--- src/include/otl_pkg.sv ---
// shared constants, types and register map of the over-travel stop logic
`default_nettype none
package otl_pkg;

	// apb register map (byte addresses)
	localparam int          ADDR_W          = 8;
	localparam logic [7:0]  OFS_INPUT_ASSIGN = 8'h00;
	localparam logic [7:0]  OFS_STOP_SELECT  = 8'h04;
	localparam logic [7:0]  OFS_BRAKE_TORQUE = 8'h08;
	localparam logic [7:0]  OFS_STATUS       = 8'h0C;

	// field positions: one hex digit each, as in the parameter words
	localparam int          FLD_LOW_LSB     = 8;
	localparam int          FLD_HIGH_LSB    = 12;
	localparam int          FLD_W           = 4;
	localparam int          TRQ_W           = 9;

	// selector codes
	localparam logic [3:0]  SEL_IGNORE      = 4'h9;
	localparam logic [3:0]  FWD_SEL_RESET   = 4'h3;
	localparam logic [3:0]  REV_SEL_RESET   = 4'h4;
	localparam logic [3:0]  STOP_BRAKE      = 4'h0;
	localparam logic [3:0]  LOW_COAST       = 4'h1;
	localparam logic [3:0]  HIGH_CLAMP      = 4'h1;
	localparam logic [3:0]  HIGH_COAST      = 4'h2;

	// braking torque limit in percent of rated torque
	localparam logic [8:0]  TORQUE_MAX      = 9'h12C;

	// status word bit positions
	localparam int          ST_OT_FWD_BIT   = 0;
	localparam int          ST_OT_REV_BIT   = 1;
	localparam int          ST_STATE_LSB    = 2;
	localparam int          ST_CLR_BIT      = 4;
	localparam int          ST_PWR_BIT      = 5;

	typedef enum logic [1:0] {
		MODE_SPEED,
		MODE_POSITION,
		MODE_TORQUE,
		MODE_OTHER
	} ctrl_mode_e;

	typedef enum logic [1:0] {
		ST_RUN,
		ST_BRAKE,
		ST_COAST,
		ST_CLAMP
	} ot_state_e;

	typedef struct packed {
		logic [3:0] fwdSel;
		logic [3:0] revSel;
		logic [3:0] lowSel;
		logic [3:0] highSel;
	} ot_cfg_s;

	localparam ot_cfg_s CFG_RESET = '{fwdSel: FWD_SEL_RESET, revSel: REV_SEL_RESET,
		lowSel: STOP_BRAKE, highSel: STOP_BRAKE};

endpackage
`default_nettype wire

--- src/core/sync_2ff.sv ---
// two-stage synchroniser for a group of level inputs
`default_nettype none
module sync_2ff #(
	parameter int WIDTH = 1
) (
	input  wire logic             clk,   // destination clock
	input  wire logic             rst,   // synchronous reset, active high
	input  wire logic [WIDTH-1:0] d,     // asynchronous levels
	output var  logic [WIDTH-1:0] q      // synchronised levels
);
	logic [WIDTH-1:0] meta_q;

	always_ff @(posedge clk) begin
		if (rst) begin
			meta_q <= '0;
			q      <= '0;
		end else begin
			meta_q <= d;
			q      <= meta_q;
		end
	end
endmodule
`default_nettype wire

--- src/core/overtravel_limit_stop_logic.sv ---
// over-travel limit detection and stop sequencing for one axis, apb configured
`default_nettype none
module overtravel_limit_stop_logic
	import otl_pkg::*;
#(
	parameter int NUM_INPUTS = 8
) (
	input  wire logic                  clk,                // drive clock, 250 MHz
	input  wire logic                  rst,                // synchronous reset, active high
	input  wire logic [NUM_INPUTS-1:0] genIn,              // general inputs, index 0 is input 1
	input  wire logic                  cmdFwd,             // motion requested forward
	input  wire logic                  cmdRev,             // motion requested reverse
	input  wire logic                  standstill,         // motor speed at zero
	input  wire logic                  servoOn,            // servo on command, active high
	input  wire ctrl_mode_e            ctrlMode,           // active control mode
	input  wire logic                  positionErrorClear, // host clears position offset
	input  wire logic                  powerCycle,         // restart pulse, loads settings
	input  wire logic                  psel,               // apb select
	input  wire logic                  penable,            // apb enable
	input  wire logic                  pwrite,             // apb write
	input  wire logic [ADDR_W-1:0]     paddr,              // apb byte address
	input  wire logic [31:0]           pwdata,             // apb write data
	output var  logic [31:0]           prdata,             // apb read data
	output var  logic                  pready,             // apb ready
	output var  logic                  pslverr,            // apb error, unmapped address
	output var  logic                  allowFwd,           // forward motion permitted
	output var  logic                  allowRev,           // reverse motion permitted
	output var  logic                  motorPowered,       // motor power stage on
	output var  logic                  brakeActive,        // braking torque stop in progress
	output var  logic [TRQ_W-1:0]      brakeTorque,        // active braking torque limit, percent
	output var  logic                  zeroClamp,          // position loop held at zero command
	output var  logic                  posClearReq         // position error clear awaited
);
	generate
		if (NUM_INPUTS < 4 || NUM_INPUTS > 8) begin : g_bad_inputs
			$error("NUM_INPUTS must lie between 4 and 8");
		end
	endgenerate

	logic [NUM_INPUTS-1:0] genSync;
	ot_cfg_s               pendCfg_q, pendCfg_d;
	ot_cfg_s               actCfg_q, actCfg_d;
	logic [TRQ_W-1:0]      trq_q, trq_d;
	ot_state_e             state_q, state_d;
	logic                  servoPrev_q;
	logic                  clrPend_q, clrPend_d;
	logic                  otFwd;
	logic                  otRev;
	logic                  trigger;
	logic                  useBrake;
	logic                  clampAfter;
	logic                  servoRise;
	logic                  busWrite;
	logic                  busSetup;
	logic                  mapped;
	logic [31:0]           rdMux;
	logic [TRQ_W-1:0]      wrTrq;

	sync_2ff #(
		.WIDTH(NUM_INPUTS)
	) u_sync (
		.clk(clk),
		.rst(rst),
		.d  (genIn),
		.q  (genSync)
	);

	function automatic logic pickInput(input logic [3:0] sel, input logic [NUM_INPUTS-1:0] v);
		logic r;
		r = 1'b0;
		for (int i = 0; i < NUM_INPUTS; i++) begin
			if (int'(sel) == i + 1) begin
				r = v[i];
			end
		end
		return r;
	endfunction

	// selector 9 matches no input, so the limit reads inactive
	assign otFwd = pickInput(actCfg_q.fwdSel, genSync);
	assign otRev = pickInput(actCfg_q.revSel, genSync);
	// only the blocked direction trips a stop
	assign trigger = (otFwd & cmdFwd) | (otRev & cmdRev);

	// clamp wins over the low digit; coast codes skip the braking phase
	assign clampAfter = (actCfg_q.highSel == HIGH_CLAMP);
	assign useBrake   = clampAfter || (actCfg_q.highSel != HIGH_COAST && actCfg_q.lowSel != LOW_COAST);
	assign servoRise  = servoOn & ~servoPrev_q;

	// stop sequencer
	always_comb begin
		state_d   = state_q;
		clrPend_d = clrPend_q & ~positionErrorClear;
		case (state_q)
			ST_RUN: begin
				if (trigger) begin
					// coast codes go straight to coast
					state_d = useBrake ? ST_BRAKE : ST_COAST;
				end
			end
			ST_BRAKE: begin
				if (standstill) begin
					state_d = clampAfter ? ST_CLAMP : ST_COAST;
				end
			end
			ST_COAST: begin
				if (servoRise) begin
					state_d = ST_RUN;
				end
			end
			ST_CLAMP: begin
				if (!trigger && (cmdFwd || cmdRev)) begin
					state_d = ST_RUN;
				end
			end
			default: begin
				state_d = ST_RUN;
			end
		endcase
		// request stands until the host clears; a new stop wins
		if (state_q == ST_RUN && state_d != ST_RUN && ctrlMode == MODE_POSITION) begin
			clrPend_d = 1'b1;
		end
	end

	always_ff @(posedge clk) begin
		if (rst) begin
			state_q      <= ST_RUN;
			clrPend_q    <= 1'b0;
			servoPrev_q  <= 1'b0;
			allowFwd     <= 1'b1;
			allowRev     <= 1'b1;
			motorPowered <= 1'b1;
			brakeActive  <= 1'b0;
			zeroClamp    <= 1'b0;
			brakeTorque  <= '0;
			posClearReq  <= 1'b0;
		end else begin
			state_q      <= state_d;
			clrPend_q    <= clrPend_d;
			servoPrev_q  <= servoOn;
			allowFwd     <= ~otFwd;
			allowRev     <= ~otRev;
			motorPowered <= (state_d != ST_COAST);
			brakeActive  <= (state_d == ST_BRAKE);
			zeroClamp    <= (state_d == ST_CLAMP);
			// next torque value, so a limit written during braking shows in step with trq_q
			brakeTorque  <= (state_d == ST_BRAKE) ? trq_d : '0;
			posClearReq  <= clrPend_d;
		end
	end

	// register file, zero wait: answer in the access cycle
	assign busSetup = psel & ~penable;
	assign busWrite = psel & penable & pready & pwrite & ~pslverr;
	assign mapped   = (paddr == OFS_INPUT_ASSIGN) || (paddr == OFS_STOP_SELECT) ||
		(paddr == OFS_BRAKE_TORQUE) || (paddr == OFS_STATUS);
	assign wrTrq = (pwdata[TRQ_W-1:0] > TORQUE_MAX || pwdata[31:TRQ_W] != '0) ? TORQUE_MAX : pwdata[TRQ_W-1:0];

	always_comb begin
		pendCfg_d = pendCfg_q;
		actCfg_d  = actCfg_q;
		trq_d     = trq_q;
		if (busWrite && paddr == OFS_INPUT_ASSIGN) begin
			pendCfg_d.fwdSel = pwdata[FLD_LOW_LSB +: FLD_W];
			pendCfg_d.revSel = pwdata[FLD_HIGH_LSB +: FLD_W];
		end
		if (busWrite && paddr == OFS_STOP_SELECT) begin
			pendCfg_d.lowSel  = pwdata[FLD_LOW_LSB +: FLD_W];
			pendCfg_d.highSel = pwdata[FLD_HIGH_LSB +: FLD_W];
		end
		if (busWrite && paddr == OFS_BRAKE_TORQUE) begin
			trq_d = wrTrq;
		end
		// active copy only moves at restart
		if (powerCycle) begin
			actCfg_d = pendCfg_q;
		end
	end

	always_comb begin
		rdMux = '0;
		case (paddr)
			OFS_INPUT_ASSIGN: begin
				rdMux[FLD_LOW_LSB +: FLD_W]  = pendCfg_q.fwdSel;
				rdMux[FLD_HIGH_LSB +: FLD_W] = pendCfg_q.revSel;
			end
			OFS_STOP_SELECT: begin
				rdMux[FLD_LOW_LSB +: FLD_W]  = pendCfg_q.lowSel;
				rdMux[FLD_HIGH_LSB +: FLD_W] = pendCfg_q.highSel;
			end
			OFS_BRAKE_TORQUE: begin
				rdMux[TRQ_W-1:0] = trq_q;
			end
			OFS_STATUS: begin
				rdMux[ST_OT_FWD_BIT]        = otFwd;
				rdMux[ST_OT_REV_BIT]        = otRev;
				rdMux[ST_STATE_LSB +: $bits(ot_state_e)] = state_q;
				rdMux[ST_CLR_BIT]           = clrPend_q;
				rdMux[ST_PWR_BIT]           = motorPowered;
				rdMux[FLD_LOW_LSB +: FLD_W] = actCfg_q.lowSel;
				rdMux[FLD_HIGH_LSB +: FLD_W] = actCfg_q.highSel;
			end
			default: begin
				rdMux = '0;
			end
		endcase
	end

	always_ff @(posedge clk) begin
		if (rst) begin
			pendCfg_q <= CFG_RESET;
			actCfg_q  <= CFG_RESET;
			trq_q     <= TORQUE_MAX;
			prdata    <= '0;
			pready    <= 1'b0;
			pslverr   <= 1'b0;
		end else begin
			pendCfg_q <= pendCfg_d;
			actCfg_q  <= actCfg_d;
			trq_q     <= trq_d;
			prdata    <= busSetup ? rdMux : '0;
			pready    <= busSetup;
			pslverr   <= busSetup & ~mapped;
		end
	end

	property p_fwd_block;
		@(posedge clk) disable iff (rst) otFwd |=> !allowFwd;
	endproperty
	a_fwd_block: assert property (p_fwd_block) else $error("forward allowed in forward over-travel");

	property p_rev_block;
		@(posedge clk) disable iff (rst) otRev |=> !allowRev;
	endproperty
	a_rev_block: assert property (p_rev_block) else $error("reverse allowed in reverse over-travel");

	property p_opposite;
		@(posedge clk) disable iff (rst) (otFwd && !otRev) |=> allowRev;
	endproperty
	a_opposite: assert property (p_opposite) else $error("reverse blocked by forward over-travel");

	property p_fwd_ignore;
		@(posedge clk) disable iff (rst) (actCfg_q.fwdSel == SEL_IGNORE) |=> allowFwd;
	endproperty
	a_fwd_ignore: assert property (p_fwd_ignore) else $error("ignored forward limit still blocks");

	property p_rev_ignore;
		@(posedge clk) disable iff (rst) (actCfg_q.revSel == SEL_IGNORE) |=> allowRev;
	endproperty
	a_rev_ignore: assert property (p_rev_ignore) else $error("ignored reverse limit still blocks");

	property p_cfg_hold;
		@(posedge clk) disable iff (rst) !powerCycle |=> $stable(actCfg_q);
	endproperty
	a_cfg_hold: assert property (p_cfg_hold) else $error("active settings changed without restart");

	property p_brake_coast;
		@(posedge clk) disable iff (rst) (state_q == ST_BRAKE && standstill && !clampAfter)
			|=> (state_q == ST_COAST && !motorPowered && !brakeActive);
	endproperty
	a_brake_coast: assert property (p_brake_coast) else $error("no coast after braking stop");

	property p_coast_stop;
		@(posedge clk) disable iff (rst) (state_q == ST_RUN && trigger && !useBrake)
			|=> !motorPowered ##1 (!motorPowered || $past(servoRise));
	endproperty
	a_coast_stop: assert property (p_coast_stop) else $error("coast stop left power on");

	property p_clamp;
		@(posedge clk) disable iff (rst) (state_q == ST_BRAKE && standstill && clampAfter)
			|=> zeroClamp && motorPowered && brakeTorque == '0;
	endproperty
	a_clamp: assert property (p_clamp) else $error("no zero clamp after braking stop");

	property p_resume;
		@(posedge clk) disable iff (rst) (state_q == ST_COAST && servoRise) |=> motorPowered;
	endproperty
	a_resume: assert property (p_resume) else $error("servo on did not resume control");

	property p_torque;
		@(posedge clk) disable iff (rst) brakeActive |-> (brakeTorque == trq_q && trq_q <= TORQUE_MAX);
	endproperty
	a_torque: assert property (p_torque) else $error("braking torque wrong or above ceiling");

endmodule
`default_nettype wire

--- config.mk ---
export PLATFORM = sky130hd
export DESIGN_NAME = overtravel_limit_stop_logic
export DESIGN_NICKNAME = d
export VERILOG_FILES = /design/src/include/otl_pkg.sv /design/src/core/sync_2ff.sv /design/src/core/overtravel_limit_stop_logic.sv
export SDC_FILE = /design/constraint.sdc
export NUM_CORES = 1
export LEC_CHECK = 0
export BUFFER_PORTS_ARGS = -buffer_cell sky130_fd_sc_hd__buf_2
export CORE_ASPECT_RATIO = 2
export CORE_UTILIZATION = 40
export DETAILED_ROUTE_END_ITERATION = 7
export SKIP_CTS_REPAIR_TIMING = 1
export SLEW_MARGIN = 20
export SYNTH_ARGS = -nofsm -noshare
export SYNTH_HDL_FRONTEND = slang
export SYNTH_SLANG_ARGS = --single-unit
--- constraint.sdc ---
create_clock -name clk -period 4.83 [get_ports clk]
set_clock_uncertainty 0.05 [all_clocks]
set_input_delay 0.2415 -clock clk [delete_from_list [all_inputs] [get_ports clk]]
set_output_delay 0.2415 -clock clk [all_outputs]
set_load 0.02 [all_outputs]
# Yosys cells after proc, flatten, opt, wreduce, memory -nomap -nowiden
# Cells that the tools add are included.
[totals]
reg_bits = 109
input_bits = 61
output_inout_bits = 49
word_cells = 126
[classes]
magnitude_cmp = 1
n_eq_ne = 29
mux = 29
bitwise = 21
n_reduce_logical = 21
[ops]
columns = ["op", "count"]
rows = [
  ["$eq 4x4->1 const B", 10],
  ["$reduce_bool 23->1", 1],
  ["$pmux 7 s3", 1],
  ["$mux 1", 18],
  ["$mux 9", 2],
  ["$eq 4x3->1 const B", 4],
  ["$eq 8x4->1 const B", 2],
  ["$pmux 6 s2", 1],
  ["$and 1x1->1", 10],
  ["$mux 2", 5],
  ["$not 1->1", 10],
  ["$gt 9x9->1 const B", 1],
  ["$eq 4x2->1 const B", 2],
  ["$eq 8x3->1 const B", 1],
  ["$logic_not 8->1", 1],
  ["$pmux 2 s4", 1],
  ["$logic_and 1x1->1", 7],
  ["$eq 2x1->1 const B", 3],
  ["$eq 2x2->1 const B", 3],
  ["$logic_or 1x1->1", 6],
  ["$eq 4x1->1 const B", 1],
  ["$ne 4x1->1 const B", 1],
  ["$ne 4x2->1 const B", 1],
  ["$pmux 1 s4", 1],
  ["other kinds (7)", 8],
]

# Depth between registers and ports, before layout
[depth]
depth_word = 19
ltp_mapped = 6
depth_no_buf = 5

# Hierarchy
# A second synthesis with hierarchy kept.
[unflattened]
cells_unflattened = 383
area_unflattened_um2 = 3759.9
[modules_own_cells]
columns = ["mod", "n_inst", "cells_per_inst", "area_each_um2", "seq_area_each_um2"]
rows = [
  ["overtravel_limit_stop_logic", 1, 350, 3295.7, 1541.5],
  ["sync_2ff", 1, 33, 464.2, 320.3],
]

# Least setup slack after synthesis
# OpenSTA, ideal clock, no wires.
[synth_path]
kind = "reg-to-reg"
start = "register pready"
end = "register trq_q[2]"
setup_time_ns = 0.124
arrival_time_ns = 1.755
required_time_ns = 4.656
slack_ns = 2.901
path_stages_with_launch = 6
path_buffers = 0
period_less_slack_ns = 1.929
cell_sequence = "dfxtp_1 and4b_1 nand4_2 or4_4 o32ai_2 nand2b_1"
[synth_between]
elab_chain_len = 5
[synth_lines]
columns = ["element", "line_no", "source"]
rows = [
  ["start: declaration", "overtravel_limit_stop_logic.sv:24", "output var logic pready,"],
  ["start signal: assignment", "overtravel_limit_stop_logic.sv:223", "pready <= busSetup;"],
  ["$and 1x1->1 (3 in series)", "overtravel_limit_stop_logic.sv:155", "assign busWrite = psel & penable & pready & pwrite & ~pslverr;"],
  ["$logic_and 1x1->1", "overtravel_limit_stop_logic.sv:172", "if (busWrite && paddr == OFS_BRAKE_TORQUE) begin"],
  ["$mux 9", "overtravel_limit_stop_logic.sv:172", ""],
  ["end signal: assignment", "overtravel_limit_stop_logic.sv:221", "trq_q <= trq_d;"],
  ["end: declaration", "overtravel_limit_stop_logic.sv:43", "logic [TRQ_W-1:0] trq_q, trq_d;"],
]
# Every way passes these cells.
# A chain may end at the register's enable or synchronous reset.

# Worst setup path after layout
[layout_path]
start = "register actCfg_q[5] (netlist name)"
end = "register zeroClamp"
[layout_between]
elab_chain_len = 7
[layout_lines]
columns = ["element", "line_no", "source"]
rows = [
  ["start: declaration", "overtravel_limit_stop_logic.sv:42", "ot_cfg_s actCfg_q, actCfg_d;"],
  ["start signal: assignment", "overtravel_limit_stop_logic.sv:220", "actCfg_q <= actCfg_d;"],
  ["$ne 4x1->1", "overtravel_limit_stop_logic.sv:87", "assign useBrake = clampAfter || (actCfg_q.highSel != HIGH_COAST && actCfg_q.lowSel != LOW_COAST);"],
  ["$logic_and 1x1->1", "overtravel_limit_stop_logic.sv:87", ""],
  ["$logic_or 1x1->1", "overtravel_limit_stop_logic.sv:87", ""],
  ["$mux 2", "overtravel_limit_stop_logic.sv:98", "state_d = useBrake ? ST_BRAKE : ST_COAST;"],
  ["$mux 2", "overtravel_limit_stop_logic.sv:96", "if (trigger) begin"],
  ["$pmux 2 s4", "overtravel_limit_stop_logic.sv:94", "case (state_q)"],
  ["$eq 2x2->1", "overtravel_limit_stop_logic.sv:146", "zeroClamp <= (state_d == ST_CLAMP);"],
  ["end signal: assignment", "overtravel_limit_stop_logic.sv:146", ""],
  ["end: declaration", "overtravel_limit_stop_logic.sv:31", "output var logic zeroClamp,"],
]
# Every way passes these cells.

==> metrics <==
status finished, violations left; failing checks DRC; global-route wire length before repair 13800 um; Slowest-stage cell, CP or4b_1; worst path buffer plus inverter count 0; FP Rows 50; synth top area cells dfxtp_1 (49%), mux2i_1 (9.7%), nor2_1 (4.9%); Setup violations, final 0; post-synth cell types between 50 and 60; Vias/cell 5.23; dpl hpwl between 6000 and 7000 um; total wire length 8790 um; Max-slew headroom 47.4%; Yosys warnings 0; Crit path arrival time approximately 2.3 ns; RSZ-0062 raised after global routing false; grt ovf 0; Tot GR Track Use roughly 18%; Worst-Skew Late Latency 0.34 ns; Post-Syn Area approximately 0.0038 mm2; Bufs on Longest Clock Path 2; Fmax between 0.4 and 0.5 GHz; Post-synth EDFFs 0; DRC 12; cell total after placement 544; fin crit share around 43%; CP delay by family, top simple AND/OR/NAND/NOR gates; IO Pins between 100 and 150; largest net degree at the start of global routing 75; Vias 2928; layout cells sized above 1 about a third; most numerous cell in the Yosys netlist dfxtp_1; VDD IR max about 0.00019 V; Avg Inst Size Synth 10.5 um2; crit-path max cell delay roughly 0.60 ns; clock-pin slew on the worst setup and hold paths approximately 0.06 ns; Critical Path Start Type register; drt first pass iters 6; worst-path fanout max 4; Max-cap violations 0; clock root cell clkbuf_16; Core Area 0.00932 mm2; Chip Width 71.2 um; initial antenna violation count 0; Die ar. around 0.01 mm2; number of synthesized register bits 93; vias in the first global route ~2800; Chip Height between 100 and 150 um; Sink Count 93; share of the synthesized area in the top cell type between 40% and 50%; cell leakage power 1.87 nW; worst setup slack for register-to-register paths 2.76 ns; Sum Neg Setup Slack 0 ns; diodes inserted 0; type of the worst min-delay path in2reg; TritonCTS clock tree done; Seq/Total Area, Yosys between 40% and 50%; TritonCTS buffer count 9; area delta synth->final 19.5%; total power 1.55 mW; layout net count 512; Top FF cell, synth dfxtp_1; starting density of the core 41.1%; number of DRC markers in iteration 0 ~140; H-tree levels 3; CP Cell Sequence or4b_1 > o211ai_1 > nand3_1 > a41o_1 > o32ai_1; final hold vios 0; Port Buffer Count 93; pre-CTS WS ~2.5 ns; Least-Margin Pin Slew around 0.79 ns; fin crit period 2.07 ns; Final Wtd Congestion between 0.8 and 0.9; area leader, netlist dfxtp_1; fin cells 560; worst path required time 5.02 ns; final worst slack 2.76 ns; Slew Limit Fails 0; critical path capture point type register; critical path class reg2reg; ys async rst share 0%; post-route ant nets 0; DR WL/cell between 15 and 20 um; final core occ 49.1%; power density cells approximately 340 mW/mm2; synth cell count leaders dfxtp_1 (93), nor2_1 (50), mux2i_1 (37); post-synthesis cell count around 360
report_power, final:
part | switching, mW | total, mW | leakage, nW | internal [mW]
logic | 0.0684 | 0.114 | 0.991 | 0.0456
registers | 0.00586 | 0.784 | 0.755 | 0.779
clock network | 0.304 | 0.653 | 0.120 | 0.349
cell usage in the layout (no fill, tap or decap), types with 2 or more instances in the layout:
cell type	n
nand3_1	9
buf_2	93
a32oi_1	3
a22oi_1	8
o21ai_0	3
nand2b_1	6
a21oi_1	5
o32ai_2	3
conb_1	16
nor4b_1	2
nor3b_1	5
a211oi_2	7
nor4_1	6
nor2b_1	25
inv_1	4
mux2i_1	37
mux4_2	3
mux2_2	7
a211o_1	7
clkinvlp_4	5
dfxtp_1	93
buf_4	3
o32ai_1	2
nor2_1	50
nand2_1	9
or2_2	2
nor3_1	4
a221oi_2	2
clkbuf_16	9
o22ai_1	3
path summary, 6_finish.rpt:
check | to | cells past startpoint | from
max reg2reg | zeroClamp$_SDFF_PP0_ | 5 | actCfg_q[5]$_SDFFE_PP0P_
min | clrPend_q$_SDFF_PP0_ | 2 | positionErrorClear
min reg2reg | u_sync.q[3]$_SDFF_PP0_ | 1 | u_sync.meta_q[3]$_SDFF_PP0_
max | zeroClamp$_SDFF_PP0_ | 5 | actCfg_q[5]$_SDFFE_PP0P_
layout make-up:
type                            count  area [um2]
Clock buffer                        9         225
Clock inverter                      7        51.3
Fill cell                         912        4740
Inverter                            4        15.0
Multi-Input combinational cell    247        1810
Sequential cell                    93        1860
Tap cell                          104         130
Timing Repair Buffer               96         488
routing by layer:
| layer | global-route usage, % | vias up | routed length, um |
|---|---|---|---|
| li1 | - | 1442 | - |
| met1 | 18.3 | 1383 | 3280 |
| met2 | 34.5 | 87 | 4870 |
| met3 | 3.96 | 16 | 375 |
| met4 | 9.68 | 0 | 269 |
| met5 | 0 | - | 0 |
registers in the layout, summed over array words and instances (netlist names), 2 cells and up:
register and cells:
brakeTorque 9, state_q 2, actCfg_q 16, prdata 16
pendCfg_q 16, u_sync.meta_q 8, u_sync.q 8, trq_q 9
cells by family after synthesis:
logic type | after synthesis | synth area share, %
compound gates | 53 | 13.1
simple gates | 131 | 19.0
other cells | 1 | 0.0979
mux | 47 | 13.5
buf+inv | 39 | 5.75
flops | 93 | 48.6
metrics by stage:
step / cell area, um2 / hold WS (ns)
6_report: 4580 / 0.0310
5_1_grt: 4580 / 0.0227
4_1_cts: 4580 / 0.0264
3_5_place_dp: 4300 / 0.375
3_3_place_gp: 4300 / 0.368
2_1_floorplan: 3890 / 0.295
No activity file was read; power rests on OpenSTA's default activity.
